--- config.mk ---
export PLATFORM = sky130hd
export DESIGN_NAME = dram_refresh_interval_timer
export DESIGN_NICKNAME = d
export VERILOG_FILES = /design/src/hw/refresh_timer_pkg.sv /design/src/hw/dram_refresh_interval_timer.sv
export SDC_FILE = /design/constraint.sdc
export NUM_CORES = 1
export LEC_CHECK = 0
export ABC_AREA = 1
export BUFFER_PORTS_ARGS = -buffer_cell sky130_fd_sc_hd__buf_2
export CAP_MARGIN = 15
export CORE_MARGIN = 4
export CORE_UTILIZATION = 40
export CTS_BUF_LIST = sky130_fd_sc_hd__clkbuf_4 sky130_fd_sc_hd__clkbuf_8
export DETAILED_ROUTE_END_ITERATION = 16
export HOLD_SLACK_MARGIN = 0.1
export PLACE_DENSITY = 0.56
export SYNTH_ARGS = -nofsm -noshare
export SYNTH_HDL_FRONTEND = slang
export SYNTH_SLANG_ARGS = --single-unit
--- constraint.sdc ---
create_clock -name i_sys_clk -period 1.7 [get_ports i_sys_clk]
set_input_delay 0.17 -clock i_sys_clk [delete_from_list [all_inputs] [get_ports i_sys_clk]]
set_output_delay 0.17 -clock i_sys_clk [all_outputs]
set_load 0.03 [all_outputs]
--- src/hw/refresh_timer_pkg.sv ---
package refresh_timer_pkg;
  // ***************************************************
  // Register map
  // ***************************************************
  localparam logic [3:0] ADDR_COUNT = 4'h0;
  localparam logic [3:0] ADDR_PERIOD = 4'h4;
  localparam logic [3:0] ADDR_CONTROL = 4'h8;
  localparam logic [3:0] ADDR_STATUS = 4'hc;
  localparam logic [3:0] ADDR_MASK = 4'h2;
  // ***************************************************
  // Control register fields
  // ***************************************************
  localparam int CTL_CKS_LSB = 0;
  localparam int CTL_REFRESH_ENABLE_POS = 3;
  localparam int CTL_MATCH_IRQ_ENABLE_POS = 4;
  localparam int CTL_FLAG_POS = 7;
  // ***************************************************
  // Reset values
  // ***************************************************
  localparam logic [7:0] COUNT_RESET = 8'h00;
  localparam logic [7:0] PERIOD_RESET = 8'hff;
  localparam logic [7:0] CONTROL_RESET = 8'h00;
  localparam logic [7:0] MASK_RESET = 8'h00;
endpackage

--- src/hw/dram_refresh_interval_timer.sv ---
`timescale 1ns/10ps
`default_nettype none
// Operation
// - The 8-bit counter advances on each tick of the prescaled clock picked by the 3-bit select.
// - When counter equals period the match flag is set and the counter is cleared to zero.
// - A match while refresh is enabled sends a refresh request to the sequencer.
// - A match while the match interrupt is enabled raises the match interrupt.
// - Equality is checked every cycle, so a match caused by a software write also counts.
// - The counter resets to zero on reset and hardware standby and holds in software standby.
// - The period register is an 8-bit software read and write register setting the interval.
// - The period resets to all ones on reset and hardware standby and holds in software standby.
module dram_refresh_interval_timer #(
  parameter int WIDTH = 8
) (
  input wire logic i_sys_clk,
  input wire logic i_rst_n,
  input wire logic i_hw_standby,
  input wire logic i_sw_standby,
  input wire logic [3:0] i_addr,
  input wire logic [7:0] i_wdata,
  input wire logic i_wr,
  input wire logic i_rd,
  output logic [7:0] o_rdata,
  output logic o_refresh_req,
  output logic o_match_interrupt,
  output logic o_irq
);

  if (WIDTH != 8) begin : g_width_check
    $error("dram_refresh_interval_timer: WIDTH must be 8");
  end

  // ***************************************************
  // Prescaler
  // ***************************************************
  // Select code n ticks every 2^(2n) clocks; code 0 stops the count
  logic [13:0] prescale_ff;
  logic [13:0] prescale_prev_ff;
  logic [7:0] refresh_count_ff;
  logic [7:0] refresh_period_ff;
  logic [7:0] dram_control_reg_ff;
  logic match_flag_ff;
  logic flag_read_one_ff;
  logic [1:0] status_ff;
  logic [1:0] mask_ff;
  logic tick;
  logic match;
  logic run;
  logic [2:0] clock_select;

  assign clock_select = dram_control_reg_ff[refresh_timer_pkg::CTL_CKS_LSB +: 3];
  assign run = !i_sw_standby && !i_hw_standby;

  function automatic logic tap_edge(input logic [2:0] sel, input logic [13:0] cur,
                                    input logic [13:0] prev);
    logic [3:0] idx;
    idx = {sel, 1'b0};
    if (sel == 3'h0) begin
      tap_edge = 1'b0;
    end else begin
      tap_edge = cur[idx - 4'h1] && !prev[idx - 4'h1];
    end
  endfunction

  always_ff @(posedge i_sys_clk or negedge i_rst_n) begin
    if (!i_rst_n) begin
      prescale_ff <= 14'h0000;
      prescale_prev_ff <= 14'h0000;
    end else if (i_hw_standby) begin
      prescale_ff <= 14'h0000;
      prescale_prev_ff <= 14'h0000;
    end else if (run) begin
      prescale_ff <= prescale_ff + 14'h0001;
      prescale_prev_ff <= prescale_ff;
    end
  end

  assign tick = run && tap_edge(clock_select, prescale_ff, prescale_prev_ff);

  // ***************************************************
  // Compare and count
  // ***************************************************
  assign match = (refresh_count_ff == refresh_period_ff);

  logic wr_count;
  logic wr_period;
  logic wr_control;
  assign wr_count = i_wr && (i_addr == refresh_timer_pkg::ADDR_COUNT);
  assign wr_period = i_wr && (i_addr == refresh_timer_pkg::ADDR_PERIOD);
  assign wr_control = i_wr && (i_addr == refresh_timer_pkg::ADDR_CONTROL);

  always_ff @(posedge i_sys_clk or negedge i_rst_n) begin
    if (!i_rst_n) begin
      refresh_count_ff <= refresh_timer_pkg::COUNT_RESET;
    end else if (i_hw_standby) begin
      refresh_count_ff <= refresh_timer_pkg::COUNT_RESET;
    end else if (wr_count) begin
      refresh_count_ff <= i_wdata;
    end else if (match && !i_sw_standby) begin
      refresh_count_ff <= refresh_timer_pkg::COUNT_RESET;
    end else if (tick) begin
      refresh_count_ff <= refresh_count_ff + 8'h01;
    end
  end

  always_ff @(posedge i_sys_clk or negedge i_rst_n) begin
    if (!i_rst_n) begin
      refresh_period_ff <= refresh_timer_pkg::PERIOD_RESET;
    end else if (i_hw_standby) begin
      refresh_period_ff <= refresh_timer_pkg::PERIOD_RESET;
    end else if (wr_period) begin
      refresh_period_ff <= i_wdata;
    end
  end

  // ***************************************************
  // Control register and match flag
  // ***************************************************
  logic match_evt;
  assign match_evt = match && run && !wr_count;

  always_ff @(posedge i_sys_clk or negedge i_rst_n) begin
    if (!i_rst_n) begin
      dram_control_reg_ff <= refresh_timer_pkg::CONTROL_RESET;
    end else if (i_hw_standby) begin
      dram_control_reg_ff <= refresh_timer_pkg::CONTROL_RESET;
    end else if (wr_control) begin
      dram_control_reg_ff <= {1'b0, 2'b00, i_wdata[4:0]};
    end
  end

  // Clearing needs a prior read as 1, so a stale write of 0 cannot lose a match
  always_ff @(posedge i_sys_clk or negedge i_rst_n) begin
    if (!i_rst_n) begin
      match_flag_ff <= 1'b0;
      flag_read_one_ff <= 1'b0;
    end else if (i_hw_standby) begin
      match_flag_ff <= 1'b0;
      flag_read_one_ff <= 1'b0;
    end else begin
      if (match_evt) begin
        match_flag_ff <= 1'b1;
      end else if (wr_control && !i_wdata[refresh_timer_pkg::CTL_FLAG_POS]
                   && flag_read_one_ff) begin
        match_flag_ff <= 1'b0;
      end
      if (i_rd && (i_addr == refresh_timer_pkg::ADDR_CONTROL) && match_flag_ff) begin
        flag_read_one_ff <= 1'b1;
      end else if (wr_control || !match_flag_ff) begin
        flag_read_one_ff <= 1'b0;
      end
    end
  end

  // ***************************************************
  // Refresh request and match interrupt
  // ***************************************************
  always_ff @(posedge i_sys_clk or negedge i_rst_n) begin
    if (!i_rst_n) begin
      o_refresh_req <= 1'b0;
    end else begin
      o_refresh_req <= match_evt && dram_control_reg_ff[refresh_timer_pkg::CTL_REFRESH_ENABLE_POS];
    end
  end

  always_ff @(posedge i_sys_clk or negedge i_rst_n) begin
    if (!i_rst_n) begin
      o_match_interrupt <= 1'b0;
    end else begin
      o_match_interrupt <= match_flag_ff && dram_control_reg_ff[refresh_timer_pkg::CTL_MATCH_IRQ_ENABLE_POS];
    end
  end

  // ***************************************************
  // Sticky status: bit0 match, bit1 refresh issued
  // ***************************************************
  logic rd_status;
  logic [1:0] events;
  assign rd_status = i_rd && (i_addr == refresh_timer_pkg::ADDR_STATUS);
  assign events = {match_evt && dram_control_reg_ff[refresh_timer_pkg::CTL_REFRESH_ENABLE_POS], match_evt};

  // An event in the clearing read cycle survives the clear
  always_ff @(posedge i_sys_clk or negedge i_rst_n) begin
    if (!i_rst_n) begin
      status_ff <= 2'b00;
    end else if (rd_status) begin
      status_ff <= events;
    end else begin
      status_ff <= status_ff | events;
    end
  end

  always_ff @(posedge i_sys_clk or negedge i_rst_n) begin
    if (!i_rst_n) begin
      mask_ff <= refresh_timer_pkg::MASK_RESET[1:0];
    end else if (i_wr && (i_addr == refresh_timer_pkg::ADDR_MASK)) begin
      mask_ff <= i_wdata[1:0];
    end
  end

  always_ff @(posedge i_sys_clk or negedge i_rst_n) begin
    if (!i_rst_n) begin
      o_irq <= 1'b0;
    end else begin
      o_irq <= |(((rd_status ? 2'b00 : status_ff) | events) & mask_ff);
    end
  end

  // ***************************************************
  // Read port
  // ***************************************************
  always_ff @(posedge i_sys_clk or negedge i_rst_n) begin
    if (!i_rst_n) begin
      o_rdata <= 8'h00;
    end else if (!i_rd) begin
      o_rdata <= 8'h00;
    end else if (i_addr == refresh_timer_pkg::ADDR_COUNT) begin
      o_rdata <= refresh_count_ff;
    end else if (i_addr == refresh_timer_pkg::ADDR_PERIOD) begin
      o_rdata <= refresh_period_ff;
    end else if (i_addr == refresh_timer_pkg::ADDR_CONTROL) begin
      o_rdata <= {match_flag_ff, dram_control_reg_ff[6:0]};
    end else if (i_addr == refresh_timer_pkg::ADDR_STATUS) begin
      o_rdata <= {6'h00, status_ff};
    end else if (i_addr == refresh_timer_pkg::ADDR_MASK) begin
      o_rdata <= {6'h00, mask_ff};
    end else begin
      o_rdata <= 8'h00;
    end
  end

  // ***************************************************
  // Checks
  // ***************************************************
  property p_match_clears;
    @(posedge i_sys_clk) disable iff (!i_rst_n)
    (match_evt && !i_hw_standby) |=> (refresh_count_ff == 8'h00) && match_flag_ff;
  endproperty
  a_match_clears: assert property (p_match_clears) else $error("match did not clear count");

  property p_refresh;
    @(posedge i_sys_clk) disable iff (!i_rst_n)
    (match_evt && dram_control_reg_ff[3]) |=> o_refresh_req;
  endproperty
  a_refresh: assert property (p_refresh) else $error("refresh request missing");

  property p_no_refresh;
    @(posedge i_sys_clk) disable iff (!i_rst_n)
    o_refresh_req |-> $past(match_evt) && $past(dram_control_reg_ff[3]);
  endproperty
  a_no_refresh: assert property (p_no_refresh) else $error("spurious refresh");

  property p_tick;
    @(posedge i_sys_clk) disable iff (!i_rst_n)
    (tick && !match && !wr_count && !i_hw_standby) |=>
      refresh_count_ff == $past(refresh_count_ff) + 8'h01;
  endproperty
  a_tick: assert property (p_tick) else $error("count did not advance");

  property p_hold_sw;
    @(posedge i_sys_clk) disable iff (!i_rst_n)
    (i_sw_standby && !i_hw_standby && !i_wr) |=> $stable(refresh_count_ff)
      && $stable(refresh_period_ff);
  endproperty
  a_hold_sw: assert property (p_hold_sw) else $error("standby lost state");

  property p_hw_stby;
    @(posedge i_sys_clk) disable iff (!i_rst_n)
    i_hw_standby |=> refresh_count_ff == 8'h00 && refresh_period_ff == 8'hff;
  endproperty
  a_hw_stby: assert property (p_hw_stby) else $error("hw standby init wrong");

  property p_period_wr;
    @(posedge i_sys_clk) disable iff (!i_rst_n)
    (wr_period && !i_hw_standby) |=> refresh_period_ff == $past(i_wdata);
  endproperty
  a_period_wr: assert property (p_period_wr) else $error("period write lost");

  property p_flag_sticky;
    @(posedge i_sys_clk) disable iff (!i_rst_n)
    (match_flag_ff && !flag_read_one_ff && !i_hw_standby) |=> match_flag_ff;
  endproperty
  a_flag_sticky: assert property (p_flag_sticky) else $error("flag dropped");

  property p_match_int;
    @(posedge i_sys_clk) disable iff (!i_rst_n)
    o_match_interrupt == ($past(match_flag_ff)
      && $past(dram_control_reg_ff[refresh_timer_pkg::CTL_MATCH_IRQ_ENABLE_POS]));
  endproperty
  a_match_int: assert property (p_match_int) else $error("match interrupt wrong");

  property p_count_wr;
    @(posedge i_sys_clk) disable iff (!i_rst_n)
    (wr_count && !i_hw_standby) |=> refresh_count_ff == $past(i_wdata);
  endproperty
  a_count_wr: assert property (p_count_wr) else $error("count write lost");

  property p_rdata_idle;
    @(posedge i_sys_clk) disable iff (!i_rst_n)
    !i_rd |=> o_rdata == 8'h00;
  endproperty
  a_rdata_idle: assert property (p_rdata_idle) else $error("read data not idle");

endmodule // dram_refresh_interval_timer
`default_nettype wire

==> results.md, run 1 <==
- Reg2Reg Depth: 11
- Worst slew pin tran: 333.6 ps
- GRT Total Usage: 17.52%
- Hold Crit Depth: 3
- Final WL: 8.364 mm
- Share of the synthesized area in the top cell type: 38.83%
- Count of state elements after synthesis: 59
- Crit path launch type: flip-flop
- Synthesized cell area: 3287 µm²
- Synth cell types: 38
- CTS Sinks: 59
- Root buf cell: clkbuf_8
- Largest net degree at the start of global routing: 31
- Clock Latency Late Sink: 340 ps
- Worst-path maximum fanout: 8
- Clock-pin slew on the worst setup and hold paths: 70 ps
- Status: finished clean
- Seq/Total Area, Yosys: 45.22%
- Length of the first detailed-routing pass in iterations: 4
- Die Y: 98.65 µm
- Max Buffers Root-to-Sink: 2
- Post-DR vias/cell: 5.018
- Number of max-cap violations: 0
- Worst VDD drop: 0.3612 mV
- Post-layout util: 51.63%
- Syn Nets: 432
- Core Area: 7848 µm²
- FF-to-FF End: refresh_count_ff[1]$_DFFE_PN0P_
- Wire per inst: 14.67 µm
- Delay-heaviest family, CP: simple AND/OR/NAND/NOR gates
- Worst Path Buf+Inv: 2
- CTS tree: done
- Global-route wire length before repair: 13.60 mm
- First DRT Iteration DRCs: 191
- Initial Utilization: 41.88%
- Endpoints failing setup: 0
- Worst R2R Setup Slack: 60 ps
- Fmax: 0.6092 GHz
- WP data required: 1980 ps
- HP Start: i_wdata[4]
- H-tree depth: 3
- Gr ovfl total: 0
- I/O pin count: 29
- Row count: 32
- Post-synthesis instance total: 410
- Top cells by area, synth: dfrtp_1, nand2_1, nand3_1
- CP max stage delay: 390 ps
- Synthesis-to-layout area growth: 23.26%
- Most frequent cells in the layout: nand2_1, inv_1, dfrtp_1
- Placer Congestion: 0.7835
- Leading area contributor after synthesis: dfrtp_1
- Final ANT Viol Nets: 0
- Worst-case hold path end point: refresh_period_ff[4]$_DFFE_PN1P_
- Die width: 98.65 µm
- # DRC: 0
- Initial antenna violation count: 0
- Critical path cell sequence: inv_2, ha_4, inv_2, nand2_1, nor2_1, nor2_2, a21oi_2, nand2_1, nand3_4, nand3_2, nand2_2
- Vias post-DR: 2,860
- Nets: 485
- Rel. slew slack: 77.48%
- Cell Pwr Density: 839.1 nW/µm²
- CP Class: reg2reg
- Vias in the first global route: 2,734
- Unrepaired setup endpoints after global routing: yes
- Commonest non-fill, non-tap cell in the layout: nand2_1
- Crit share post-route: 96.56%
- Share of cells above drive strength 1: 28.42%
- Element type at the critical path end: flip-flop
- Pre-CTS setup slack: 24.71 ps
- Minimum clock period: 1641 ps
- Tot Pwr: 0.003399 W
- CTS Buf Count: 9
- Max-slew violations: 0
- Clk_skew: 7.470 ps
- Hold Vio Cnt, Final: 0
- Die area: 9732 µm²
- Slowest stage cell, crit path: dfrtp_1
- Pleak: 1.987 nW
- Ant. Diodes: 0
- Syn Area/Cell: 8.017 µm²
- R2R Path Start: dram_control_reg_ff[0]$_DFFE_PN0P_
- Post-DP HPWL: 6.018 mm
- Synth warn: 0
- Hold Crit Class: in2reg
- IO Port Bufs: 28
- Worst EP arrival: 1920 ps
- Worst setup margin: 58.56 ps
- Worst setup path startpoint: dram_control_reg_ff[0]$_DFFE_PN0P_
-- state kept, by name, indices dropped and copies added, names as in the netlist, 2 cells and up --
name and cells:
dram_control_reg_ff 5, mask_ff 2, o_rdata 8, prescale_ff 14, prescale_prev_ff 7, refresh_count_ff 8
refresh_period_ff 8, status_ff 2
-- metal layers --
| metal | GRT usage [%] | vias up | share of wire (%) |
|---|---|---|---|
| li1 | - | 1438 | - |
| met1 | 25.13 | 1337 | 50 |
| met2 | 26.57 | 75 | 45 |
| met3 | 3.326 | 10 | 4.6 |
| met4 | 5.987 | 0 | 1.1 |
| met5 | 0 | - | 0 |
-- timing repair --
item | CTS | global route
hold endpoints to repair | 37 | 0
hold buffers | 3 | 0
gates resized for setup | 0 | 31
buffers inserted | 0 | 5
setup endpoints to repair | 0 | 10
-- Yosys cell counts, drive strengths merged --
cell	n
xor2	4
inv	67
dfrtp	51
o31ai	1
nor3	8
o21a	1
nor2	24
o21ai	31
a31oi	1
and2	1
nand3	53
xnor2	5
ha	4
o22ai	12
clkbuf	1
dfstp	8
a21oi	25
nor3b	2
nand4	3
o21bai	1
buf	9
o311ai	1
nand2	97
-- through the flow --
stage | hold WS [ps] | cells | setup TNS, ps | instance area [µm²]
finish | 123.8 | 570 | 0 | 4051
detailed placement | 105.4 | 545 | 0 | 3601
global route | 132.2 | 570 | -157.9 | 4051
global placement | 99.97 | 545 | 0 | 3601
floorplan | -125.6 | 410 | 0 | 3287
CTS | 113.5 | 564 | 0 | 3857
-- cells by family after synthesis --
logic type               after synthesis  synth area share (%)
AND/OR/NAND/NOR                      188                 27.79
buffers and inverters                 77                 10.20
AO/OA/AOI/OAI                         73                 12.41
flip-flops                            59                 45.22
XOR/XNOR                               9                 2.855
adder cells (fa/ha/maj)                4                 1.523
-- power by group --
group | leakage (nW) | switching [W] | internal (W)
combinational | 1.08 | 0.000249 | 0.000149
sequential | 0.784 | 0.0000489 | 0.00148
clock | 0.119 | 0.000573 | 0.000898
-- worst max-delay path by stage --
stage / end / slack [ps] / cells after the start
after floorplan: refresh_count_ff[0]$_DFFE_PN0P_ / 50 / 11
after global placement: refresh_count_ff[6]$_DFFE_PN0P_ / 60 / 11
after detailed placement: refresh_count_ff[3]$_DFFE_PN0P_ / 20 / 11
after CTS: refresh_count_ff[3]$_DFFE_PN0P_ / 4 / 11
after global routing: refresh_count_ff[1]$_DFFE_PN0P_ / -40 / 11
final: refresh_count_ff[1]$_DFFE_PN0P_ / 60 / 11
-- worst min-delay path, delay by kind of cell --
kind | cells | cell delay, ps
buffers and inverters | 1 | 120
AOI/OAI and AO/OA | 2 | 130
-- layout make-up --
class	count	area (µm²)
Clock buffer	11	151.4
Multi-Input combinational cell	275	1603
Sequential cell	59	1489
Fill cell	795	3796
Timing Repair Buffer	51	349.1
Inverter	67	256.5
Clock inverter	5	75.07
Tap cell	102	127.6
Note: power is estimated with default switching activity, not from simulation.
==> run 2, diff against run 1 <==
--- a/config.mk
+++ b/config.mk
@@ -14,6 +14,7 @@
 export DETAILED_ROUTE_END_ITERATION = 16
 export HOLD_SLACK_MARGIN = 0.1
 export PLACE_DENSITY = 0.56
+export REMOVE_ABC_BUFFERS = 1
 export SYNTH_ARGS = -nofsm -noshare
 export SYNTH_HDL_FRONTEND = slang
 export SYNTH_SLANG_ARGS = --single-unit
==> run 2 against run 1 <==
Against the previous run: first-iteration DRC count decreased by 19%; count of clock-buffer cells in the layout increased by 2; final cell count decreased by 0.70%; critical path depth unchanged; highest routed layer unchanged; sequential share of layout area increased by 1.4 points; power decreased by 10%; routed wire length decreased by 5.6%; critical path type unchanged; global-route usage decreased by 0.61 points; largest cell class unchanged; non-clock buffer count decreased by 3; sequential cell count unchanged; register-to-register slack improved by 20 ps; combinational power decreased by 9.3%.
==> results.md, run 2 (synthesis gave the netlist of run 1 again) <==
- Status: finished clean (unchanged)
- WP data required: 1970 ps (was 1980 ps)
- Hold Crit Class: in2reg (unchanged)
- Reg2Reg Depth: 11 (unchanged)
- Number of max-cap violations: 0 (unchanged)
- Top reg by flops: prescale_ff (unchanged)
- Hold Crit Depth: 3 (unchanged)
- Worst-path maximum fanout: 8 (unchanged)
- Post-DP HPWL: 5.756 mm (was 6.018 mm)
- Fill count: 783 (was 795)
- Length of the first detailed-routing pass in iterations: 4 (unchanged)
- TNS Setup: 0 ps (unchanged)
- Endpoints failing setup: 0 (unchanged)
- Crit path launch type: flip-flop (unchanged)
- CTS Buf Count: 9 (unchanged)
- H-tree depth: 3 (unchanged)
- Row count: 32 (unchanged)
- Worst EP arrival: 1900 ps (was 1920 ps)
- # DRC: 0 (unchanged)
- Nets: 481 (was 485)
- First DRT Iteration DRCs: 154 (was 191)
- Initial antenna violation count: 0 (unchanged)
- Clock-pin slew on the worst setup and hold paths: 80 ps (was 70 ps)
- Post-layout util: 49.68% (was 51.63%)
- Rel. slew slack: 67.89% (was 77.48%)
- CTS Sinks: 59 (unchanged)
- CTS tree: done (unchanged)
- Final ANT Viol Nets: 0 (unchanged)
- Post-DR vias/cell: 4.979 (was 5.018)
- Die Y: 98.65 µm (unchanged)
- Gate power share: 11.8% (was 11.7%)
- Minimum clock period: 1626 ps (was 1641 ps)
- Die width: 98.65 µm (unchanged)
- Global-route wire length before repair: 13.23 mm (was 13.60 mm)
- Crit share post-route: 95.65% (was 96.56%)
- Initial Utilization: 41.88% (unchanged)
- Wire per inst: 13.94 µm (was 14.67 µm)
- Max-slew violations: 0 (unchanged)
- Commonest non-fill, non-tap cell in the layout: nand2_1 (unchanged)
- Seq pwr share: 50.3% (was 45.0%)
- Hold Vio Cnt, Final: 0 (unchanged)
- Cell Pwr Density: 782.1 nW/µm² (was 839.1 nW/µm²)
- Max reg flops: 14 (unchanged)
- Root buf cell: clkbuf_8 (unchanged)
- Placed Instances: 544 (was 545)
- Largest net degree at the start of global routing: 41 (was 31)
- I/O pin count: 29 (unchanged)
- Core Area: 7848 µm² (unchanged)
- Die area: 9732 µm² (unchanged)
- Non-Filler Instances: 566 (was 570)
- CP Class: reg2reg (unchanged)
- Element type at the critical path end: flip-flop (unchanged)
- Clock Latency Late Sink: 340 ps (about the same)
- Vias in the first global route: 2,703 (was 2,734)
- Psw: 0.0008284 W (was 0.0008715 W)
- Internal power: 0.002221 W (was 0.002528 W)
- Max Buffers Root-to-Sink: 2 (unchanged)
- Pleak: 1.953 nW (was 1.987 nW)
- Fmax: 0.6150 GHz (was 0.6092 GHz)
- Synthesis-to-layout area growth: 18.61% (was 23.26%)
- Vias post-DR: 2,818 (was 2,860)
- Clk_skew: 10.32 ps (was 7.470 ps)
- Placer Congestion: 0.8363 (was 0.7835)
- Share of cells above drive strength 1: 25.22% (was 28.42%)
- IO Port Bufs: 28 (unchanged)
- Ant. Diodes: 0 (unchanged)
- Gr ovfl total: 0 (unchanged)
- Most frequent cells in the layout: nand2_1, inv_1, dfrtp_1 (unchanged)
- GRT Total Usage: 16.91% (was 17.52%)
- Worst slew pin tran: 481.7 ps (was 333.6 ps)
- Clock network power share: 37.8% (was 43.3%)
- Final WL: 7.892 mm (was 8.364 mm)
- Worst VDD drop: 0.3232 mV (was 0.3612 mV)
- Switching part of the total: 27.17% (was 25.64%)
## run 2: cell types whose count changed in the layout (fill, tap and decap cells not counted), moves of 3 or more
cell | before | now
nand3_1 | 34 | 42
o21ai_1 | 6 | 9
nand3_2 | 17 | 9
clkbuf_4 | 0 | 3
buf_4 | 17 | 14
## run 2: cell type report
cell class / count / area (µm²) / area share [%]
multi-input combinational: 274 / 1535 / 39.38
tap: 102 / 127.6 / 3.273
sequential: 59 / 1486 / 38.13
inverter: 67 / 256.5 / 6.579
clock buffer: 13 / 160.2 / 4.108
clock inverter: 3 / 15.01 / 0.3851
timing repair buffer: 48 / 317.8 / 8.151
## run 2: power groups by stage
stage	logic, W	registers (W)	clock network [W]
after floorplan	0.000186	0.00156	0
after global placement	0.000345	0.00156	0
after detailed placement	0.000346	0.00156	0
after CTS	0.000354	0.00153	0.00119
after global routing	0.000405	0.00154	0.00127
final	0.000361	0.00154	0.00115
## run 2: routing by layer
metal / routed length, µm / track usage, %
met5: 0 / 0
met3: 346 / 4.812
met4: 87 / 4.097
met2: 3726 / 27.04
met1: 3732 / 22.78
## run 2: timing repair
action | in CTS | in global routing
hold endpoints to repair | 15 | 0
hold buffers | 3 | 0
buffers inserted | 0 | 3
gates resized for setup | 0 | 19
setup endpoints to repair | 0 | 8
## run 2: path summary, 6_finish.rpt
kind | from | slack [ps] | to
max | dram_control_reg_ff[0]$_DFFE_PN0P_ | 70 | refresh_count_ff[7]$_DFFE_PN0P_
min | i_wdata[1] | 120 | refresh_period_ff[1]$_DFFE_PN1P_
max reg2reg | dram_control_reg_ff[0]$_DFFE_PN0P_ | 70 | refresh_count_ff[7]$_DFFE_PN0P_
min reg2reg | dram_control_reg_ff[4]$_DFFE_PN0P_ | 500 | o_match_interrupt$_DFF_PN0_
max in group asynchronous | i_rst_n | 720 | refresh_period_ff[0]$_DFFE_PN1P_
min in group asynchronous | i_rst_n | 330 | o_rdata[1]$_DFF_PN0_
## run 2: critical path: stages, from the launching register on
cell     delay [ps]
dfrtp_1         390
inv_2            90
buf_6           120
ha_4            120
inv_1            30
nand2_1          60
nand2_2          70
nor2_2           90
a21oi_2          80
a21oi_4         290
nand3_1         120
nand2_1          80
## run 2: through the flow
stage | setup slack, ps | area, µm² | hold WS (ps) | power [W]
global route | -44.32 | 3899 | 114.9 | 0.003221
detailed placement | 51.25 | 3593 | 151.3 | 0.001905
global placement | 81.98 | 3593 | 148.8 | 0.001903
floorplan | 45.65 | 3208 | -125.6 | 0.001745
finish | 73.93 | 3899 | 120.6 | 0.003049
CTS | 29.90 | 3799 | 109.4 | 0.003080
